<file path="src/common/pulse_counter_pkg.sv">
// constants for the eight-input pulse counter pair
package pulse_counter_pkg;
  localparam int NUM_INPUTS = 8;
  localparam int OBJ_BASE   = 10;
  localparam int OBJ_STRIDE = 10;
  localparam logic [7:0] OBJ_BLOCK   = 8'h00;
  localparam logic [7:0] OBJ_MAIN    = 8'h01;
  localparam logic [7:0] OBJ_DIFF    = 8'h02;
  localparam logic [7:0] OBJ_DLIMIT  = 8'h05;
  localparam logic [2:0] FMT_U8  = 3'h0;
  localparam logic [2:0] FMT_S8  = 3'h1;
  localparam logic [2:0] FMT_U16 = 3'h2;
  localparam logic [2:0] FMT_S16 = 3'h3;
  localparam logic [2:0] FMT_S32 = 3'h4;
  localparam logic [31:0] MAX_U8  = 32'h0000_00FF;
  localparam logic [31:0] MAX_S8  = 32'h0000_007F;
  localparam logic [31:0] MAX_U16 = 32'h0000_FFFF;
  localparam logic [31:0] MAX_S16 = 32'h0000_7FFF;
  localparam logic [31:0] MAX_S32 = 32'h7FFF_FFFF;
  localparam logic [31:0] LIMIT1_RESET = 32'h0000_0000;
  localparam logic [13:0] PULSES_MAX   = 14'h2710;
  localparam logic [13:0] PULSES_RESET = 14'h0001;
  localparam logic [15:0] SEND_DELAY_RESET = 16'h0010;
  localparam logic [15:0] CYCLE_RESET      = 16'h0100;
endpackage : pulse_counter_pkg

</file>
<file path="src/logic/input_pulse_counter_pair.sv">
// eight-input pulse counter with main and differential tallies
`timescale 1ns/10ps

// Notes on behaviour
// - after restart, wait the send delay then send the main tally
// - send a tally on every change only when that option is set
// - send tallies periodically when the cyclic option is set
// - difference tally formats: u8, s8, u16, s16, s32
// - a step past a limit loads the opposite limit; next step counts on
// - larger limit is the upper bound whatever order they are given
// - limit one resets to zero, limit two to the format maximum
// - circular: below lower loads upper, above upper loads lower
// - stop mode halts on crossing until configuration reset
// - difference tally follows main direction unless reversed
// - input n owns object numbers 10n+10 to 10n+19
// - disable object: 0 enables the input, 1 disables it
// - while disabled ignore the signal but keep updating and sending
// - on re-enable a changed signal is processed at once
// - disable does not touch manual operation or its status sends
// - disabling ends a running scene operation and saves it
// - main tally object is send-only, encoded per format
// - difference tally object exists only when enabled
// - disabled inputs do not count
// - send 1 on the limit object when a difference limit is crossed
// - reverse object 1 reverses, 0 restores the configured direction
// - one counter step per 1 to 10000 input pulses
module input_pulse_counter_pair (
  input  wire logic        clk_sys,
  input  wire logic        resetn,
  input  wire logic [7:0]  pulseIn,
  input  wire logic [7:0]  manualIn,
  input  wire logic        cfgReset,
  input  wire logic        busRecover,
  input  wire logic [7:0]  blockWrite,
  input  wire logic [7:0]  blockValue,
  input  wire logic [7:0]  reverseWrite,
  input  wire logic [7:0]  reverseValue,
  input  wire logic [7:0]  diffEnable,
  input  wire logic [7:0]  sendOnRestart,
  input  wire logic [7:0]  sendOnChange,
  input  wire logic [7:0]  sendCyclic,
  input  wire logic [7:0]  stopMode,
  input  wire logic [7:0]  cfgReverse,
  input  wire logic [2:0]  mainFormat,
  input  wire logic [2:0]  diffFormat,
  input  wire logic        countDown,
  input  wire logic [13:0] pulsesPerStep,
  input  wire logic        limitWrite,
  input  wire logic [31:0] limit1Value,
  input  wire logic [31:0] limit2Value,
  input  wire logic [15:0] sendDelay,
  input  wire logic [15:0] cyclePeriod,
  input  wire logic        sendReady,
  output logic             sendValid,
  output logic [7:0]       sendObject,
  output logic [31:0]      sendData,
  output logic [7:0]       manualStatus,
  output logic [7:0]       inputDisabled,
  output logic [7:0]       sceneSave
);
  localparam int N = pulse_counter_pkg::NUM_INPUTS;

  // ============================================================
  // input synchronisers
  logic [7:0] pulseMeta, pulseSync, pulseLast, manualMeta;
  always_ff @(posedge clk_sys or negedge resetn) begin
    if (!resetn) begin
      pulseMeta    <= 8'h00;
      pulseSync    <= 8'h00;
      manualMeta   <= 8'h00;
      manualStatus <= 8'h00;
    end else begin
      pulseMeta    <= pulseIn;
      pulseSync    <= pulseMeta;
      manualMeta   <= manualIn;
      manualStatus <= manualMeta;
    end
  end

  // ============================================================
  // format helpers
  function automatic logic [31:0] fmtMax(input logic [2:0] f);
    case (f)
      pulse_counter_pkg::FMT_U8:  fmtMax = pulse_counter_pkg::MAX_U8;
      pulse_counter_pkg::FMT_S8:  fmtMax = pulse_counter_pkg::MAX_S8;
      pulse_counter_pkg::FMT_U16: fmtMax = pulse_counter_pkg::MAX_U16;
      pulse_counter_pkg::FMT_S16: fmtMax = pulse_counter_pkg::MAX_S16;
      default:                    fmtMax = pulse_counter_pkg::MAX_S32;
    endcase
  endfunction : fmtMax

  // encode a tally in the low bytes of the object value
  function automatic logic [31:0] fmtEncode(input logic [2:0] f, input logic [31:0] v);
    case (f)
      pulse_counter_pkg::FMT_U8, pulse_counter_pkg::FMT_S8:   fmtEncode = {24'h00_0000, v[7:0]};
      pulse_counter_pkg::FMT_U16, pulse_counter_pkg::FMT_S16: fmtEncode = {16'h0000, v[15:0]};
      default:                                                fmtEncode = v;
    endcase
  endfunction : fmtEncode

  // ============================================================
  // disable object and re-enable handling
  logic [7:0] signalAtBlock, pendingEdge;
  always_ff @(posedge clk_sys or negedge resetn) begin
    if (!resetn) begin
      inputDisabled <= 8'h00;
      signalAtBlock <= 8'h00;
      pendingEdge   <= 8'h00;
      sceneSave     <= 8'h00;
    end else begin
      sceneSave   <= 8'h00;
      pendingEdge <= 8'h00;
      for (int i = 0; i < N; i++) begin
        if (blockWrite[i]) begin
          if (blockValue[i] && !inputDisabled[i]) begin
            inputDisabled[i] <= 1'b1;
            signalAtBlock[i] <= pulseSync[i];
            sceneSave[i]     <= 1'b1;
          end else if (!blockValue[i] && inputDisabled[i]) begin
            inputDisabled[i] <= 1'b0;
            pendingEdge[i]   <= pulseSync[i] & ~signalAtBlock[i];
          end
        end
      end
    end
  end

  // ============================================================
  // limits, shared by all inputs
  logic [31:0] limit1, limit2;
  logic        limitsCustom;
  always_ff @(posedge clk_sys or negedge resetn) begin
    if (!resetn) begin
      limit1       <= pulse_counter_pkg::LIMIT1_RESET;
      limit2       <= pulse_counter_pkg::MAX_S32;
      limitsCustom <= 1'b0;
    end else if (limitWrite) begin
      limit1       <= limit1Value;
      limit2       <= limit2Value;
      limitsCustom <= 1'b1;
    end
  end
  logic [31:0] lim2Eff, upper, lower;
  logic        fmtSigned;
  always_comb begin
    lim2Eff   = limitsCustom ? limit2 : fmtMax(diffFormat);
    fmtSigned = (diffFormat == pulse_counter_pkg::FMT_S8) ||
                (diffFormat == pulse_counter_pkg::FMT_S16) ||
                (diffFormat == pulse_counter_pkg::FMT_S32);
    if (fmtSigned ? ($signed(limit1) > $signed(lim2Eff)) : (limit1 > lim2Eff)) begin
      upper = limit1;
      lower = lim2Eff;
    end else begin
      upper = lim2Eff;
      lower = limit1;
    end
  end

  // ============================================================
  // per-input tallies
  logic [31:0] mainTally [N];
  logic [31:0] diffTally [N];
  logic [13:0] prescale  [N];
  logic [7:0]  diffStopped, reverseObj, mainChanged, diffChanged, limitHit;
  logic [7:0]  rise;
  assign rise = (pulseSync & ~pulseLast) | pendingEdge;

  always_ff @(posedge clk_sys or negedge resetn) begin
    if (!resetn) begin
      pulseLast   <= 8'h00;
      diffStopped <= 8'h00;
      reverseObj  <= 8'h00;
      mainChanged <= 8'h00;
      diffChanged <= 8'h00;
      limitHit    <= 8'h00;
      for (int i = 0; i < N; i++) begin
        mainTally[i] <= 32'h0000_0000;
        diffTally[i] <= 32'h0000_0000;
        prescale[i]  <= 14'h0000;
      end
    end else begin
      pulseLast   <= pulseSync;
      mainChanged <= 8'h00;
      diffChanged <= 8'h00;
      limitHit    <= 8'h00;
      for (int i = 0; i < N; i++) begin
        if (reverseWrite[i])
          reverseObj[i] <= reverseValue[i];
        if (cfgReset) begin
          diffStopped[i] <= 1'b0;
          prescale[i]    <= 14'h0000;
          diffTally[i]   <= lower;
        end else if (rise[i] && !inputDisabled[i]) begin
          if (prescale[i] + 14'h0001 >= pulsesPerStep) begin
            prescale[i]    <= 14'h0000;
            mainTally[i]   <= countDown ? mainTally[i] - 32'h0000_0001
                                        : mainTally[i] + 32'h0000_0001;
            mainChanged[i] <= 1'b1;
            if (diffEnable[i] && !diffStopped[i]) begin
              diffChanged[i] <= 1'b1;
              if (countDown ^ cfgReverse[i] ^ reverseObj[i]) begin
                if (diffTally[i] == lower) begin
                  limitHit[i] <= 1'b1;
                  if (stopMode[i]) {diffStopped[i], diffChanged[i]} <= 2'b10;
                  else diffTally[i] <= upper;
                end else
                  diffTally[i] <= diffTally[i] - 32'h0000_0001;
              end else begin
                if (diffTally[i] == upper) begin
                  limitHit[i] <= 1'b1;
                  if (stopMode[i]) {diffStopped[i], diffChanged[i]} <= 2'b10;
                  else diffTally[i] <= lower;
                end else
                  diffTally[i] <= diffTally[i] + 32'h0000_0001;
              end
            end
          end else
            prescale[i] <= prescale[i] + 14'h0001;
        end
      end
    end
  end

  // ============================================================
  // send scheduling: pending flags, set wins over clear
  logic [15:0] delayCount, cycleCount;
  logic        delayRunning;
  logic [7:0]  pendMain, pendDiff, pendLimit;
  logic        cycleTick, restartTick;
  always_ff @(posedge clk_sys or negedge resetn) begin
    if (!resetn) begin
      delayCount   <= 16'h0000;
      delayRunning <= 1'b0;
      cycleCount   <= 16'h0000;
    end else begin
      if (cfgReset || busRecover) begin
        delayRunning <= 1'b1;
        delayCount   <= sendDelay;
      end else if (delayRunning) begin
        if (delayCount == 16'h0000) delayRunning <= 1'b0;
        else delayCount <= delayCount - 16'h0001;
      end
      cycleCount <= cycleTick ? 16'h0000 : cycleCount + 16'h0001;
    end
  end
  assign restartTick = delayRunning && (delayCount == 16'h0000);
  assign cycleTick   = (cycleCount >= cyclePeriod);

  // ============================================================
  // object sender, one object at a time
  logic [3:0] pick;
  logic [1:0] pickKind;
  always_comb begin
    pick     = 4'h8;
    pickKind = 2'h0;
    for (int i = N - 1; i >= 0; i--) begin
      if (pendLimit[i]) begin pick = 4'(i); pickKind = 2'h2; end
      else if (pendDiff[i]) begin pick = 4'(i); pickKind = 2'h1; end
      else if (pendMain[i]) begin pick = 4'(i); pickKind = 2'h0; end
    end
  end

  always_ff @(posedge clk_sys or negedge resetn) begin
    if (!resetn) begin
      pendMain   <= 8'h00;
      pendDiff   <= 8'h00;
      pendLimit  <= 8'h00;
      sendValid  <= 1'b0;
      sendObject <= 8'h00;
      sendData   <= 32'h0000_0000;
    end else begin
      logic [7:0] clrM, clrD, clrL;
      clrM = 8'h00;
      clrD = 8'h00;
      clrL = 8'h00;
      if (sendValid && sendReady)
        sendValid <= 1'b0;
      else if (!sendValid && !pick[3]) begin
        sendValid <= 1'b1;
        sendObject <= 8'(pulse_counter_pkg::OBJ_BASE + pulse_counter_pkg::OBJ_STRIDE * pick[2:0]);
        case (pickKind)
          2'h2: begin
            sendObject <= 8'(pulse_counter_pkg::OBJ_BASE + pulse_counter_pkg::OBJ_STRIDE * pick[2:0])
                          + pulse_counter_pkg::OBJ_DLIMIT;
            sendData   <= 32'h0000_0001;
            clrL[pick[2:0]] = 1'b1;
          end
          2'h1: begin
            sendObject <= 8'(pulse_counter_pkg::OBJ_BASE + pulse_counter_pkg::OBJ_STRIDE * pick[2:0])
                          + pulse_counter_pkg::OBJ_DIFF;
            sendData   <= fmtEncode(diffFormat, diffTally[pick[2:0]]);
            clrD[pick[2:0]] = 1'b1;
          end
          default: begin
            sendObject <= 8'(pulse_counter_pkg::OBJ_BASE + pulse_counter_pkg::OBJ_STRIDE * pick[2:0])
                          + pulse_counter_pkg::OBJ_MAIN;
            sendData   <= fmtEncode(mainFormat, mainTally[pick[2:0]]);
            clrM[pick[2:0]] = 1'b1;
          end
        endcase
      end
      // set wins over clear
      pendMain  <= (pendMain & ~clrM) | (mainChanged & sendOnChange)
                 | ({8{cycleTick}} & sendCyclic)
                 | ({8{restartTick}} & sendOnRestart);
      pendDiff  <= (pendDiff & ~clrD) | ((diffChanged & sendOnChange)
                 | ({8{cycleTick}} & sendCyclic)
                 | ({8{restartTick}} & sendOnRestart)) & diffEnable;
      pendLimit <= (pendLimit & ~clrL) | limitHit;
    end
  end

  // ============================================================
  // checks
  stop_hold_a: assert property (@(posedge clk_sys) disable iff (!resetn)
    (diffStopped[1] && !cfgReset) |=> $stable(diffTally[1]))
    else $error("stopped difference tally moved");
  disabled_nocount_a: assert property (@(posedge clk_sys) disable iff (!resetn)
    (inputDisabled[0] && !pendingEdge[0]) |=> !mainChanged[0])
    else $error("disabled input counted");
  limit_flag_a: assert property (@(posedge clk_sys) disable iff (!resetn)
    (limitHit != 8'h00) |=> ((pendLimit & $past(limitHit)) == $past(limitHit)))
    else $error("limit crossing not queued");
  object_range_a: assert property (@(posedge clk_sys) disable iff (!resetn)
    sendValid |-> (sendObject >= 8'h0A && sendObject <= 8'h59))
    else $error("object number out of range");
  scene_save_a: assert property (@(posedge clk_sys) disable iff (!resetn)
    (blockWrite[0] && blockValue[0] && !inputDisabled[0]) |=> (sceneSave[0] && inputDisabled[0]))
    else $error("disable did not save the scene");
  restart_send_a: assert property (@(posedge clk_sys) disable iff (!resetn)
    restartTick |=> ((pendMain & $past(sendOnRestart)) == $past(sendOnRestart)))
    else $error("restart send not queued");
endmodule : input_pulse_counter_pair

</file>
<file path="config.mk">
export PLATFORM = sky130hd
export DESIGN_NAME = input_pulse_counter_pair
export DESIGN_NICKNAME = d
export VERILOG_FILES = /design/src/common/pulse_counter_pkg.sv /design/src/logic/input_pulse_counter_pair.sv
export SDC_FILE = /design/constraint.sdc
export NUM_CORES = 2
export LEC_CHECK = 0
export ABC_AREA = 1
export BUFFER_PORTS_ARGS = -buffer_cell sky130_fd_sc_hd__buf_2
export CAP_MARGIN = 30
export CORE_ASPECT_RATIO = 1.2
export CORE_MARGIN = 5
export CORE_UTILIZATION = 35
export DETAILED_ROUTE_END_ITERATION = 12
export PLACE_DENSITY = 0.51
export RECOVER_POWER = 100
export REMOVE_ABC_BUFFERS = 1
export SETUP_SLACK_MARGIN = 0.15
export SLEW_MARGIN = 5
export SYNTH_ARGS = -nofsm -noshare
export SYNTH_HDL_FRONTEND = slang
export SYNTH_SLANG_ARGS = --single-unit
export TNS_END_PERCENT = 1
</file>
<file path="constraint.sdc">
create_clock -name clk_sys -period 5.8 [get_ports clk_sys]
set_input_delay 1.16 -clock clk_sys [delete_from_list [all_inputs] [get_ports clk_sys]]
set_output_delay 1.16 -clock clk_sys [all_outputs]
set_load 0.005 [all_outputs]
</file>
* Word level (Yosys, flattened, before mapping) *
Index checks and enable logic that the tools add are counted.

operators by class
  add/sub/neg operators = 46
  $mul = 1
  magnitude comparators = 14
  eq/ne operators = 50
  muxes and demuxes = 450
  bitwise gates (word level) = 56
  reduce and logical (&&, ||, !) cells = 157

operator list
  kind                     number
  $mux W32                 87
  $add A32 B1 Y32 const B  16
  $eq A32 B32 Y1           16
  $sub A32 B1 Y32 const B  16
  $mux W14                 24
  $mux W1                  272
  $bmux W32 S3             2
  $pmux W32 S2             3
  $pmux W31 S4             1
  $add A14 B1 Y14 const B  8
  $ge A14 B14 Y1           8
  $mux W4                  24
  $reduce_and A5 Y1        16
  $and A8 B8 Y8            9
  $mux W8                  9
  $reduce_bool A2 Y1       34
  $gt A32 B32 Y1           2
  $mux W16                 4
  $ne A4 B4 Y1 const B     16
  $or A8 B8 Y8             8
  $mux W2                  22
  $logic_and A1 B1 Y1      36
  $reduce_and A2 Y1        18
  $not A8 Y8               4
  other kinds (31)         119

word-level totals
  register bits = 899
  input bits = 219
  output and inout bits = 65

* Depth between registers and ports, before layout *
  depth in word-level cells = 36
  depth in mapped cells = 37
  depth with buffers taken out = 33

* Worst setup path after synthesis *
No wires, ideal clock.

  path kind = in2reg
  start point = in countDown
  end point = reg mainTally[126] in the netlist's numbering
  setup time = 135 ps
  data arrival time = 4787 ps
  required time = 5665 ps
  setup slack = 878 ps
  stages on the path = 18
  path through = clkbuf_1 > clkbuf_1 > inv_1 > fa_1 > nand3b_1 > nand2_1 > a21oi_1 > o21ai_0 > a21boi_0 > o21ai_0 > a21boi_0 > nor2_1 > nand2_1 > nand3_1 > a21oi_1 > o21ai_0 > xor2_1 > o21ai_0

between the ends
  word-level cells in the longest chain between the ends = 1

RTL lines
  what                           line                             source
  start, declared                input_pulse_counter_pair.sv:46   input wire logic countDown,
  $mux W32                       input_pulse_counter_pair.sv:196  mainTally[i] <= countDown ? mainTally[i] - 32'h0000_0001
  end signal, assigned by index  input_pulse_counter_pair.sv:196
  end, declared                  input_pulse_counter_pair.sv:161  logic [31:0] mainTally [N];

Every way passes these cells.
A chain may end at the register's enable or synchronous reset.

* Final worst setup path *
  start point = reg limitsCustom
  end point = reg limitHit[1]

between the ends
  word-level cells in the longest chain between the ends = 11
  elaborated cells on any way between the ends = 15

RTL lines
  what                               line                                                              source
  start, declared                    input_pulse_counter_pair.sv:131                                   logic limitsCustom;
  start signal, assigned             input_pulse_counter_pair.sv:136                                   limitsCustom <= 1'b0;
  start signal, assigned             input_pulse_counter_pair.sv:140                                   limitsCustom <= 1'b1;
  $mux W32 (*)                       input_pulse_counter_pair.sv:146                                   lim2Eff = limitsCustom ? limit2 : fmtMax(diffFormat);
  $gt A32 B32 Y1                     input_pulse_counter_pair.sv:150                                   if (fmtSigned ? ($signed(limit1) > $signed(lim2Eff)) : (limit1 > lim2Eff)) begin
  $mux W1                            input_pulse_counter_pair.sv:150
  $mux W32                           input_pulse_counter_pair.sv:150
  $eq A32 B32 Y1 (on tied branches)  input_pulse_counter_pair.sv:209, input_pulse_counter_pair.sv:202
  $mux W1 (on tied branches)         input_pulse_counter_pair.sv:209, input_pulse_counter_pair.sv:202
  $mux W1 (*)                        input_pulse_counter_pair.sv:201                                   if (countDown ^ cfgReverse[i] ^ reverseObj[i]) begin
  $mux W1 (*)                        input_pulse_counter_pair.sv:199                                   if (diffEnable[i] && !diffStopped[i]) begin
  $mux W1 (*)                        input_pulse_counter_pair.sv:194                                   if (prescale[i] + 14'h0001 >= pulsesPerStep) begin
  $mux W1 (*)                        input_pulse_counter_pair.sv:193                                   end else if (rise[i] && !inputDisabled[i]) begin
  $mux W1 (*)                        input_pulse_counter_pair.sv:189                                   if (cfgReset) begin
  end signal, assigned               input_pulse_counter_pair.sv:185                                   limitHit <= 8'h00;
  end signal, assigned by index      input_pulse_counter_pair.sv:203                                   limitHit[i] <= 1'b1;
  end signal, assigned by index      input_pulse_counter_pair.sv:210                                   limitHit[i] <= 1'b1;
  end, declared                      input_pulse_counter_pair.sv:164                                   logic [7:0] diffStopped, reverseObj, mainChanged, diffChanged, limitHit;

Every way passes the cells marked *; elsewhere a longest branch is shown, timed or not.

==> impl_metrics.env <==
export IMPL_insertion_delay_ps=860
export IMPL_drc=0
export IMPL_crit_arrival_ps=6330
export IMPL_syn_inst=14149
export IMPL_cts_resized=0
export IMPL_wl_mm=473
export IMPL_finalCriticalPeriod_ps=5570
export IMPL_rsz0062_at_grt="true"
export IMPL_highest_layer="met5"
export IMPL_die_y_um=558
export IMPL_hold_viol_final=0
export IMPL_grt_max_degree=119
export IMPL_dieArea_um2=261000
export IMPL_syn_to_final_growth_pct=20.9
export IMPL_gp_routability_congestion=1.07
export IMPL_cts_sinks=899
export IMPL_failed_checks="capacitance limit, slew limit"
export IMPL_synth_edf_count=0
export IMPL_met1_length_mm=180
export IMPL_seqCellArea_um2=22500
export IMPL_postCtsSetupBuffers=0
export IMPL_synth_distinct_cells=55
export IMPL_path_class="reg -> reg"
export IMPL_multi_input_area_um2=56800
export IMPL_end_kind="flip-flop"
export IMPL_hold_path_class="reg -> reg"
export IMPL_worst_slew_pin_slew_ps=4890
export IMPL_yosysWarnings=0
export IMPL_synth_area_leaders="dfrtp_1, nand2_1, nand3_1, ha_1, inv_1"
export IMPL_finish_instance_area_um2=106000
export IMPL_root_buffer="clkbuf_16"
export IMPL_ys_flop_type="dfrtp_1"
export IMPL_ctsHoldBuffers=0
export IMPL_leakagePower_uw=0.0547
export IMPL_dp_hpwl_mm=386
export IMPL_power_density_nw_per_um2=367
export IMPL_grt_pass1_wl_mm=668
export IMPL_fmax_mhz=180
export IMPL_cp_slowest_cell="nand2_1"
export IMPL_path_max_fanout=33
export IMPL_vias=101470
export IMPL_antenna_found_initial=23
export IMPL_synth_top_area_share_pct=24.8
export IMPL_clk_pin_slew_worst_paths_ps=60
export IMPL_fillers=27438
export IMPL_port_buffers=282
export IMPL_crit_path_start_kind="flip-flop"
export IMPL_dr_pass1_iters=10
export IMPL_grt_pass1_vias=97542
export IMPL_fp_row_count=201
export IMPL_ys_seq_elements=899
export IMPL_dr_wl_met3_mm=34.4
export IMPL_drv_slew=358
export IMPL_setup_tns_final_ps=0
export IMPL_cpPeakStageDelay_ps=440
export IMPL_dp_cells=18353
export IMPL_cpMostUsedCell="nand2_1"
export IMPL_drt_iter0_drc=9906
export IMPL_async_flop_share_pct=100
export IMPL_core_um2=250000
export IMPL_status="finished, violations left"
export IMPL_fin_crit_sh_pct=96.0
export IMPL_yosysTopAreaCell="dfrtp_1"
export IMPL_synth_commonest_cells="nand2_1, nand3_1, inv_1, nor2_1, dfrtp_1"
export IMPL_start_util_pct=35.1
export IMPL_wl_per_cell_um=25.5
export IMPL_post_dp_cell_area_um2=102000
export IMPL_track_usage_pct=35.0
export IMPL_clock_path_buffers=3
export IMPL_netlist_area_um2=87700
export IMPL_grt_overflow_total=0
export IMPL_yosysSeqAreaShare_pct=25.7
export IMPL_finalNonFillerCells=18583
export IMPL_num_io_pins=284
export IMPL_via_per_inst=5.46
export IMPL_yosysMostFrequentCell="nand2_1"
export IMPL_peakVddDrop_uv=288
export IMPL_die_x_um=467
export IMPL_cts_tree="done"
export IMPL_cts_htree_levels=3
export IMPL_utilization_pct=42.5
export IMPL_relSlewSlack_pct=-226
export IMPL_fin_nets=15801
export IMPL_finalClockSkew_ps=112
export IMPL_drive_gt1_share_pct=11.9
export IMPL_antenna_left=0
export IMPL_cts_buffers=116
export IMPL_route_met2_wl_mm=216
export IMPL_setup_viol=0
export IMPL_max_cap_violations=10
export IMPL_syn_avg_cell_area_um2=6.20
export IMPL_p_total_uw=38900
export IMPL_worstPathRequired_ps=6570
## through the flow
step / setup WS [ps] / hold WS [ps]
final: 234 / 347
after global placement: -272 / 332
after global routing: 78.8 / 353
after floorplan: -3920 / 331
after CTS: 388 / 328
after detailed placement: -328 / 336
## state kept, by name (all words and copies together) (netlist names), 16 cells and up
name        count
limit2         32
prescale      112
diffTally     256
sendData       32
cycleCount     16
limit1         32
delayCount     16
mainTally     256
## placed cells by master, fill, tap and decap left out, types with 15 or more instances in the layout
master / n
a21boi_0: 48
a21o_1: 28
a21oi_1: 477
a221oi_1: 43
a31oi_1: 78
buf_12: 162
buf_2: 214
buf_4: 1028
bufinv_16: 15
clkbuf_1: 102
clkbuf_16: 117
clkbuf_2: 19
clkbuf_8: 25
clkinv_1: 49
clkinv_2: 27
dfrtp_1: 868
dfstp_2: 31
ha_1: 451
inv_1: 1479
inv_2: 22
nand2_1: 4448
nand2_2: 26
nand3_1: 2216
nand4_1: 161
nand4_2: 17
nor2_1: 953
nor2_2: 46
nor3_1: 191
nor4_1: 74
o2111ai_1: 16
o211ai_1: 28
o21ai_0: 678
o21bai_1: 19
o221ai_1: 20
o22ai_1: 74
o31ai_1: 15
o32ai_1: 27
or2_2: 25
xnor2_1: 139
xor2_1: 626
## critical path, delay by kind of cell (launching register included)
family	cells	cell delay, ps
buffers and inverters	9	1390
AO/OA/AOI/OAI	2	450
adder cells (fa/ha/maj)	1	300
flip-flops	1	360
AND/OR/NAND/NOR	18	2950
## path summary, 6_finish.rpt
| kind | endpoint | from | depth (start not counted) | slack [ps] |
|---|---|---|---|---|
| max | limitHit[1]$_DFF_PN0_ | limitsCustom$_DFFE_PN0P_ | 30 | 230 |
| min in group asynchronous | diffTally[35]$_DFFE_PN0P_ | resetn | 1 | 2260 |
| max in group asynchronous | diffTally[102]$_DFFE_PN0P_ | resetn | 2 | 590 |
| min reg2reg | pulseSync[4]$_DFF_PN0_ | pulseMeta[4]$_DFF_PN0_ | 0 | 350 |
| max reg2reg | limitHit[1]$_DFF_PN0_ | limitsCustom$_DFFE_PN0P_ | 30 | 230 |
| min | pulseSync[4]$_DFF_PN0_ | pulseMeta[4]$_DFF_PN0_ | 0 | 350 |
## cell families after synthesis
group	after synthesis	share of synthesized area, %
xor+xnor	765	7.64
buf+inv	2210	9.80
mux	8	0.103
fa+ha+maj	460	6.64
flops	899	25.7
simple gates	8196	39.7
compound gates	1611	10.5
## final cells by class
type	count	share of cell area, %
multi-input combinational	11040	53.5
sequential	899	21.2
timing repair buffer	1515	11.8
inverter	1550	5.49
tap	3349	3.95
clock buffer	159	3.15
clock inverter	60	0.807
antenna	11	0.0260
## power breakdown
| group | total [uW] | internal, uW | switching, uW | leakage [uW] |
|---|---|---|---|---|
| logic | 21600 | 7350 | 14200 | 0.0410 |
| clock network | 8130 | 4710 | 3410 | 0.00206 |
| registers | 9220 | 7160 | 2060 | 0.0117 |
## per-layer routing
layer / vias up / global-route usage (%)
met2: 4373 / 58.2
met3: 1273 / 5.29
li1: 48173 / -
met4: 16 / 25.7
met1: 47635 / 40.9
met5: - / 0
Power figures use the tool's default switching activity.
